[src/inc/pf_cfg.svh]
`ifndef PF_CFG_SVH
`define PF_CFG_SVH

// Register byte addresses
`define PF_ADDR_PINS   8'h00
`define PF_ADDR_LATCH  8'h04
`define PF_ADDR_DIR    8'h08
`define PF_ADDR_ANCFG  8'h0c
`define PF_ADDR_CMP    8'h10
`define PF_ADDR_CVR    8'h14

// Reset values
`define PF_RST_LATCH   8'h00
`define PF_RST_DIR     8'hff
`define PF_RST_ANCFG   8'h00
`define PF_RST_CMP     8'h07
`define PF_RST_CVR     8'h00

// Writable bits of the configuration registers
`define PF_ANCFG_WMASK 8'h3f
`define PF_CMP_WMASK   8'h3f

// Comparator modes
`define PF_CM_OFF      3'h7
`define PF_CM_OUT      3'h3

// Analog select decode: channel analog when channel + select <= limit
`define PF_CH_BASE     5'h05
`define PF_ANALOG_LIM  5'h0e

// Pin positions of the shared functions
`define PF_PIN_CMP2_OUT 1
`define PF_PIN_CMP1_OUT 2
`define PF_PIN_CMP2_P   3
`define PF_PIN_CMP2_N   4
`define PF_PIN_CMP1_P   5
`define PF_PIN_CMP1_N   6
`define PF_PIN_VREF     5
`define PF_PIN_SS       7
`define PF_NUM_ANALOG   7
`define PF_CMP_LO       1
`define PF_CMP_HI       6

// Bus responses
`define PF_RESP_OKAY   2'h0
`define PF_RESP_SLVERR 2'h2

`endif

[src/inc/pf_pkg.sv]
package pf_pkg;

    typedef struct packed {
        logic [1:0] unused;
        logic [1:0] reference_select_bit;
        logic [3:0] analog_select_field;
    } pf_ancfg_type;

    typedef struct packed {
        logic       second_comparator_result;
        logic       first_comparator_result;
        logic       second_comparator_invert;
        logic       first_comparator_invert;
        logic       comparator_input_switch;
        logic [2:0] comparator_mode_field;
    } pf_cmp_type;

    typedef struct packed {
        logic       reference_enable_bit;
        logic       reference_output_enable_bit;
        logic       reference_range;
        logic       reference_source;
        logic [3:0] reference_value;
    } pf_cvr_type;

    typedef struct packed {
        logic [7:0]   port_output_latch;
        logic [7:0]   port_direction;
        pf_ancfg_type analog_pin_config;
        pf_cmp_type   comparator_control;
        pf_cvr_type   comparator_reference_control;
    } pf_regs_type;

    typedef struct packed {
        logic [7:0] level;
        logic [7:0] oe_n;
    } pf_pin_drive_type;

endpackage

[src/verilog/pf_port.sv]
// The AXI4-Lite register port and the register addresses were chosen for this implementation.
`include "pf_cfg.svh"

// Contract
// - An output pin with no peripheral override is driven from its latch bit, whether or not it is analog.
// - An input pin reads back its synchronised level on the port register unless analog, in bits 1 to 6 with comparators on, or bit 5 under reference output.
// - Port bits 0 to 6 are converter channels 5 to 11 and act as such only with their direction bit at 1.
// - After reset the analog-capable pins are analog inputs with their digital inputs off.
// - Comparator two takes bits 3 and 4 as inputs, comparator one takes bits 5 and 6.
// - With comparator two routed out and bit 1 an output, bit 1 drives the comparator two result.
// - With comparator one routed out and bit 2 an output, bit 2 drives the comparator one result.
// - An enabled reference output on bit 5 turns off both the digital driver and input of that pin.
// - Bit 7 is never analog and, as an input, feeds the serial port slave select.
// - Bit 0 and its latch and direction bits exist only in the largest package option.
// - Unimplemented register bits, analog configuration bits 7 and 6 among them, read as zero.
// - Direction 1 turns the pin driver off, direction 0 turns it on.
// - After any reset bits 6 to 0 are analog and read as zero on the port register.
module pf_port #(
    parameter bit HAS_BIT0 = 1'b1
) (
    input  wire logic        aclk,
    input  wire logic        aresetn,
    input  wire logic [7:0]  s_axi_awaddr,
    input  wire logic [2:0]  s_axi_awprot,
    input  wire logic        s_axi_awvalid,
    output logic             s_axi_awready,
    input  wire logic [31:0] s_axi_wdata,
    input  wire logic [3:0]  s_axi_wstrb,
    input  wire logic        s_axi_wvalid,
    output logic             s_axi_wready,
    output logic [1:0]       s_axi_bresp,
    output logic             s_axi_bvalid,
    input  wire logic        s_axi_bready,
    input  wire logic [7:0]  s_axi_araddr,
    input  wire logic [2:0]  s_axi_arprot,
    input  wire logic        s_axi_arvalid,
    output logic             s_axi_arready,
    output logic [31:0]      s_axi_rdata,
    output logic [1:0]       s_axi_rresp,
    output logic             s_axi_rvalid,
    input  wire logic        s_axi_rready,
    input  wire logic [7:0]  pin_in,
    output logic [7:0]       pin_out,
    output logic [7:0]       pin_oe_n,
    input  wire logic        first_comparator_result,
    input  wire logic        second_comparator_result,
    output logic [6:0]       converter_channel_enable,
    output logic [3:0]       comparator_input_enable,
    output logic [2:0]       comparator_mode_field,
    output logic             comparator_input_switch,
    output logic             comparator_reference_output,
    output logic             serial_slave_select_n
);

    // Bit 0 is absent in the smaller package options
    localparam logic [7:0] IMPL_MASK = HAS_BIT0 ? 8'hff : 8'hfe;

    pf_pkg::pf_regs_type regs_reg, regs_next;
    logic [7:0]  pin_meta_reg, pin_sync_reg;
    logic [7:0]  awaddr_reg, awaddr_next;
    logic        aw_held_reg, aw_held_next;
    logic [7:0]  wdata_reg, wdata_next;
    logic        wbyte_reg, wbyte_next;
    logic        w_held_reg, w_held_next;
    logic        bvalid_reg, bvalid_next;
    logic [1:0]  bresp_reg, bresp_next;
    logic        rvalid_reg, rvalid_next;
    logic [1:0]  rresp_reg, rresp_next;
    logic [31:0] rdata_reg, rdata_next;

    logic [7:0]  analog_sel;
    logic [7:0]  dig_in_en;
    logic [7:0]  pin_read;
    logic        cmp_on;
    logic        cmp_out_routed;
    logic        vref_out;
    pf_pkg::pf_pin_drive_type drive;

    // Pins come from off chip: two flops before anything looks at them
    always_ff @(posedge aclk) begin
        if (!aresetn) begin
            pin_meta_reg <= 8'h00;
            pin_sync_reg <= 8'h00;
        end else begin
            pin_meta_reg <= pin_in;
            pin_sync_reg <= pin_meta_reg;
        end
    end

    assign cmp_on         = regs_reg.comparator_control.comparator_mode_field != `PF_CM_OFF;
    assign cmp_out_routed = regs_reg.comparator_control.comparator_mode_field == `PF_CM_OUT;
    assign vref_out       = regs_reg.comparator_reference_control.reference_enable_bit
                          & regs_reg.comparator_reference_control.reference_output_enable_bit;

    genvar gi;
    generate
        for (gi = 0; gi < 8; gi++) begin : g_pin
            // Analog decode: select 0 makes every channel analog, select 15 none
            if (gi < `PF_NUM_ANALOG) begin : g_ana
                assign analog_sel[gi] = (`PF_CH_BASE + 5'(gi)
                    + {1'b0, regs_reg.analog_pin_config.analog_select_field}) <= `PF_ANALOG_LIM;
            end else begin : g_dig
                assign analog_sel[gi] = 1'b0;
            end

            // Comparators hold their pins whenever they are on, so the digital input stays off too
            assign dig_in_en[gi] = IMPL_MASK[gi] & ~analog_sel[gi]
                & ~(cmp_on && gi >= `PF_CMP_LO && gi <= `PF_CMP_HI)
                & ~(vref_out && gi == `PF_PIN_VREF);
            assign pin_read[gi] = dig_in_en[gi] & pin_sync_reg[gi];

            always_comb begin
                drive.oe_n[gi]  = regs_reg.port_direction[gi] | ~IMPL_MASK[gi];
                drive.level[gi] = regs_reg.port_output_latch[gi] & IMPL_MASK[gi];
                if (vref_out && gi == `PF_PIN_VREF) begin
                    drive.oe_n[gi] = 1'b1;
                end
                if (cmp_out_routed && gi == `PF_PIN_CMP2_OUT) begin
                    drive.level[gi] = second_comparator_result;
                end
                if (cmp_out_routed && gi == `PF_PIN_CMP1_OUT) begin
                    drive.level[gi] = first_comparator_result;
                end
            end
        end
    endgenerate

    assign pin_out  = drive.level;
    assign pin_oe_n = drive.oe_n;

    // Channel 5 + i is live only with the pin set as an input
    assign converter_channel_enable = analog_sel[6:0] & regs_reg.port_direction[6:0] & IMPL_MASK[6:0];

    // Order: comparator two +, -, comparator one +, -
    assign comparator_input_enable = {4{cmp_on}} & {regs_reg.port_direction[`PF_PIN_CMP1_N],
                                                    regs_reg.port_direction[`PF_PIN_CMP1_P],
                                                    regs_reg.port_direction[`PF_PIN_CMP2_N],
                                                    regs_reg.port_direction[`PF_PIN_CMP2_P]};
    assign comparator_mode_field       = regs_reg.comparator_control.comparator_mode_field;
    assign comparator_input_switch     = regs_reg.comparator_control.comparator_input_switch;
    assign comparator_reference_output = vref_out;

    // Slave select idles high unless bit 7 is an input
    assign serial_slave_select_n = regs_reg.port_direction[`PF_PIN_SS] ? pin_sync_reg[`PF_PIN_SS] : 1'b1;

    // Bus handshakes
    assign s_axi_awready = ~aw_held_reg & ~bvalid_reg;
    assign s_axi_wready  = ~w_held_reg & ~bvalid_reg;
    assign s_axi_bvalid  = bvalid_reg;
    assign s_axi_bresp   = bresp_reg;
    assign s_axi_arready = ~rvalid_reg;
    assign s_axi_rvalid  = rvalid_reg;
    assign s_axi_rresp   = rresp_reg;
    assign s_axi_rdata   = rdata_reg;

    always_comb begin
        regs_next    = regs_reg;
        awaddr_next  = awaddr_reg;
        aw_held_next = aw_held_reg;
        wdata_next   = wdata_reg;
        wbyte_next   = wbyte_reg;
        w_held_next  = w_held_reg;
        bvalid_next  = bvalid_reg;
        bresp_next   = bresp_reg;
        rvalid_next  = rvalid_reg;
        rresp_next   = rresp_reg;
        rdata_next   = rdata_reg;

        if (s_axi_awvalid && s_axi_awready) begin
            awaddr_next  = s_axi_awaddr;
            aw_held_next = 1'b1;
        end
        if (s_axi_wvalid && s_axi_wready) begin
            wdata_next  = s_axi_wdata[7:0];
            wbyte_next  = s_axi_wstrb[0];
            w_held_next = 1'b1;
        end

        // Commit one cycle after both halves are held
        if (aw_held_reg && w_held_reg) begin
            aw_held_next = 1'b0;
            w_held_next  = 1'b0;
            bvalid_next  = 1'b1;
            bresp_next   = `PF_RESP_OKAY;
            case (awaddr_reg)
                `PF_ADDR_PINS, `PF_ADDR_LATCH: begin
                    if (wbyte_reg) begin
                        regs_next.port_output_latch = wdata_reg & IMPL_MASK;
                    end
                end
                `PF_ADDR_DIR: begin
                    if (wbyte_reg) begin
                        regs_next.port_direction = wdata_reg | ~IMPL_MASK;
                    end
                end
                `PF_ADDR_ANCFG: begin
                    if (wbyte_reg) begin
                        regs_next.analog_pin_config = wdata_reg & `PF_ANCFG_WMASK;
                    end
                end
                `PF_ADDR_CMP: begin
                    if (wbyte_reg) begin
                        regs_next.comparator_control = wdata_reg & `PF_CMP_WMASK;
                    end
                end
                `PF_ADDR_CVR: begin
                    if (wbyte_reg) begin
                        regs_next.comparator_reference_control = wdata_reg;
                    end
                end
                default: begin
                    bresp_next = `PF_RESP_SLVERR;
                end
            endcase
        end
        if (bvalid_reg && s_axi_bready) begin
            bvalid_next = 1'b0;
        end

        if (s_axi_arvalid && s_axi_arready) begin
            rvalid_next = 1'b1;
            rresp_next  = `PF_RESP_OKAY;
            rdata_next  = 32'h0000_0000;
            case (s_axi_araddr)
                `PF_ADDR_PINS:  rdata_next[7:0] = pin_read;
                `PF_ADDR_LATCH: rdata_next[7:0] = regs_reg.port_output_latch;
                `PF_ADDR_DIR:   rdata_next[7:0] = regs_reg.port_direction & IMPL_MASK;
                `PF_ADDR_ANCFG: rdata_next[7:0] = regs_reg.analog_pin_config & `PF_ANCFG_WMASK;
                `PF_ADDR_CMP: begin
                    rdata_next[7:0] = {second_comparator_result, first_comparator_result,
                                       regs_reg.comparator_control[5:0]};
                end
                `PF_ADDR_CVR:   rdata_next[7:0] = regs_reg.comparator_reference_control;
                default:        rresp_next = `PF_RESP_SLVERR;
            endcase
        end else if (rvalid_reg && s_axi_rready) begin
            rvalid_next = 1'b0;
        end
    end

    always_ff @(posedge aclk) begin
        if (!aresetn) begin
            regs_reg.port_output_latch            <= `PF_RST_LATCH;
            regs_reg.port_direction               <= `PF_RST_DIR;
            regs_reg.analog_pin_config            <= `PF_RST_ANCFG;
            regs_reg.comparator_control           <= `PF_RST_CMP;
            regs_reg.comparator_reference_control <= `PF_RST_CVR;
            awaddr_reg   <= 8'h00;
            aw_held_reg  <= 1'b0;
            wdata_reg    <= 8'h00;
            wbyte_reg    <= 1'b0;
            w_held_reg   <= 1'b0;
            bvalid_reg   <= 1'b0;
            bresp_reg    <= `PF_RESP_OKAY;
            rvalid_reg   <= 1'b0;
            rresp_reg    <= `PF_RESP_OKAY;
            rdata_reg    <= 32'h0000_0000;
        end else begin
            regs_reg    <= regs_next;
            awaddr_reg  <= awaddr_next;
            aw_held_reg <= aw_held_next;
            wdata_reg   <= wdata_next;
            wbyte_reg   <= wbyte_next;
            w_held_reg  <= w_held_next;
            bvalid_reg  <= bvalid_next;
            bresp_reg   <= bresp_next;
            rvalid_reg  <= rvalid_next;
            rresp_reg   <= rresp_next;
            rdata_reg   <= rdata_next;
        end
    end

endmodule

[config.mk]
export PLATFORM = sky130hd
export DESIGN_NAME = pf_port
export DESIGN_NICKNAME = d
export VERILOG_FILES = /design/src/inc/pf_pkg.sv /design/src/verilog/pf_port.sv
export VERILOG_INCLUDE_DIRS = /design/src /design/src/inc
export SDC_FILE = /design/constraint.sdc
export NUM_CORES = 1
export LEC_CHECK = 0
export BUFFER_PORTS_ARGS = -buffer_cell sky130_fd_sc_hd__buf_2
export CORE_MARGIN = 2
export CORE_UTILIZATION = 54
export DETAILED_ROUTE_END_ITERATION = 8
export HOLD_SLACK_MARGIN = 0.1
export PLACE_DENSITY = 0.95
export SKIP_CTS_REPAIR_TIMING = 1
export SLEW_MARGIN = 40
export SYNTH_ARGS = -nofsm -noshare
export SYNTH_HDL_FRONTEND = slang
export SYNTH_SLANG_ARGS = --single-unit
[constraint.sdc]
create_clock -name aclk -period 5.7 [get_ports aclk]
set_input_delay 0.285 -clock aclk [delete_from_list [all_inputs] [get_ports aclk]]
set_output_delay 0.285 -clock aclk [all_outputs]
set_load 0.03 [all_outputs]
==> impl_metrics.py <==
metrics = {
    "logic_synthesis": {
        "synthXorXnorAreaFrac_pct": 0,
        "postSynthCellCount": 469,
        "synth_top_area_share_pct": 40.50,
        "synth-simple-area-share_pct": 23.18,
        "ys_warn_count": 0,
        "synth_edf_count": 0,
        "synth_area_leader_cell": "dfxtp_1",
        "ys_seq_elements": 83,
        "synth_top_family_by_area": "simple AND/OR/NAND/NOR gates",
        "netlist_area_sq_um": 4103,
        "ys_types": 50,
        "ys_seq_area_share_pct": 40.50,
        "synth_mux_area_share_pct": 7.411,
        "async_flop_share_pct": 0,
        "avgSynthCellArea_sq_um": 8.748,
        "synth.area.top_cells": "dfxtp_1, buf_4, mux2i_1, nand2_1, and2_1",
        "synth_adder_area_share_pct": 3.050,
        "synthFlopType": "dfxtp_1",
        "synth_compound_area_share_pct": 14.61,
    },
    "grt": {
        "antenna_found_initial": 0,
        "grt_usage_pct": 23.63,
        "grt_max_degree": 92,
        "grt_pass1_wl_um": 15570,
        "grt_remaining_overflow": 0,
        "grt_pass1_vias": 3229,
    },
    "status": {
        "status": "complete, no violations",
    },
    "pwr": {
        "peakVddDrop_v": 0.0001532,
        "power_frac_clock_pct": 33.3,
        "combPwrFrac_pct": 10.8,
        "swShare_pct": 27.76,
        "p_leak_nw": 1.970,
        "power_density_nw_per_um2": 241.4,
        "p_switching_uw": 304.8,
        "internal_power_uw": 793.2,
        "p_seq_share_pct": 55.9,
    },
    "placement": {
        "pre_cts_slack_ns": 3.232,
        "portBuffers": 89,
        "dp_hpwl_um": 7225,
        "place_congestion": 0.9091,
    },
    "cells_and_area": {
        "insertedDiodeCount": 0,
        "layout_common_cells": "buf_2, dfxtp_1, nand2_1",
        "drive_gt1_share_pct": 21.42,
        "largest_register_ffs": 19,
        "final_common_cell": "buf_2",
        "fin_nets": 617,
        "area.growth.synth_to_final_pct": 10.86,
    },
    "clocking": {
        "ctsRootBufferMaster": "clkbuf_8",
        "cts_htree_levels": 3,
        "clk_path_buf_depth": 2,
        "clk_pin_slew_worst_paths_ns": 0.08,
        "clk-insertion-delay-late_ns": 0.36,
        "clkSinkCount": 83,
        "cts_buffers": 9,
        "cts_tree": "yes",
    },
    "worst_setup_path": {
        "regToRegStartpoint": "regs_reg[18]",
        "critPathCaptureType": "primary output",
        "r2r_cells": 7,
        "r2r_slack_ns": 3.17,
        "critPathKind": "flop to primary output",
        "path_max_fanout": 12,
        "cp.required_ns": 5.41,
        "start_kind": "flop",
        "r2r-end": "s_axi_rdata[2]",
        "critPathArrivalTime_ns": 2.68,
    },
    "route": {
        "drt_wl_total_um": 9821,
        "dr_total_vias": 3540,
        "drc": 0,
        "ant_nets": 0,
        "wl_per_cell_um": 15.44,
        "vias_per_cell": 5.566,
        "first_pass_iters": 6,
        "drt-initial-drc-count": 358,
    },
    "sta": {
        "final.min_clock_period_ns": 2.963,
        "slew_viol_final": 0,
        "fin_crit_sh_pct": 51.99,
        "setup_viol": 0,
        "fmax_mhz": 337.5,
        "tns_ns": 0,
        "tightest_slew_ns": 0.7297,
        "rsz0062_at_grt": "false",
        "setup_ws_ns": 2.737,
        "hold_viol": 0,
        "finalClockSkew_ns": 0.01223,
        "slew-limit-headroom_pct": 51.36,
    },
    "floorplan": {
        "die_y_um": 91.17,
        "die_area_sq_um": 8311,
        "die_w_um": 91.17,
        "num_rows": 31,
        "coreArea_sq_um": 7292,
        "initial_core_util_pct": 56.26,
        "io_pins": 149,
    },
    "hold_path": {
        "min_from": "pin_in[3]",
        "min_path_cells": 2,
        "hp-class": "input pin to flop",
        "min_to": "pin_meta_reg[3]",
    },
    "run": {
        "cap_violations": 0,
    },
}
==> synthesized netlist by cell type (5+ instances only) <==
cell type and n:
dfxtp_1 83, inv_1 14, a22oi_1 10, o211ai_1 6, a31oi_1 5, nand3_1 24, a21oi_1 6, and2_1 25
mux2i_1 27, a21boi_0 18, clkbuf_1 16, o21ai_0 25, ha_1 10, nand2_1 66, nor2b_1 18, nor2_1 19
buf_4 44
==> metrics by stage <==
stage / total power [mW] / cell area, sq um / cells / hold WS (ns) / util (%)
after floorplan: 0.7210 / 4197 / 494 / 0.4119 / -
after global placement: 0.7398 / 4374 / 620 / 0.4221 / 59.99
after detailed placement: 0.7445 / 4385 / 620 / 0.4224 / 60.14
after CTS: 1.101 / 4548 / 636 / 0.1188 / 62.37
after global routing: 1.141 / 4548 / 636 / 0.1201 / 62.37
final: 1.098 / 4548 / 636 / 0.1244 / 62.37
==> cell families after synthesis <==
kind of cell / after synthesis
adder cells (fa/ha/maj): 10
AND/OR/NAND/NOR: 180
other: 1
buffers and inverters: 77
multiplexers: 30
flip-flops: 83
AO/OA/AOI/OAI: 88
==> area by class of cell <==
cell class	instances	area [sq um]
flip-flops and latches	83	1662
clock inverters	4	27.53
clock buffers	12	135.1
fillers	586	2744
inverters	14	52.55
multi-input cells	334	2095
well taps	99	123.9
repair buffers	90	452.9
==> worst max path at each step <==
stage | start | endpoint | slack, ns
2_1_floorplan | regs_reg[18] | converter_channel_enable[2] | 3.39
3_3_place_gp | regs_reg[16] | converter_channel_enable[4] | 3.30
3_5_place_dp | regs_reg[16] | converter_channel_enable[4] | 3.23
4_1_cts | regs_reg[16] | converter_channel_enable[4] | 2.82
5_1_grt | regs_reg[16] | converter_channel_enable[4] | 2.65
6_report | regs_reg[16] | converter_channel_enable[4] | 2.74
==> routing by layer <==
| layer | vias to the layer above | GRT usage (%) | part of all wire [%] |
|---|---|---|---|
| li1 | 1685 | - | - |
| met1 | 1620 | 26.73 | 39 |
| met2 | 193 | 40.43 | 50 |
| met3 | 42 | 5.892 | 7.9 |
| met4 | 0 | 13.38 | 3.7 |
| met5 | - | 0 | 0 |
==> critical path, stage by stage, from the launching register on <==
cell and delay [ns]:
dfxtp_1 0.59, inv_1 0.13, ha_1 0.37, nor2b_1 0.28, a22oi_1 0.10, o21ai_0 0.53
nor2_1 0.11, buf_2 0.20
==> power by group through the flow <==
stage	logic (mW)	registers (mW)	clock network, mW
finish	0.119	0.614	0.365
global route	0.129	0.616	0.395
CTS	0.118	0.614	0.369
detailed placement	0.117	0.628	0
global placement	0.113	0.626	0
floorplan	0.0935	0.628	0
No activity file was read; power rests on OpenSTA's default activity.
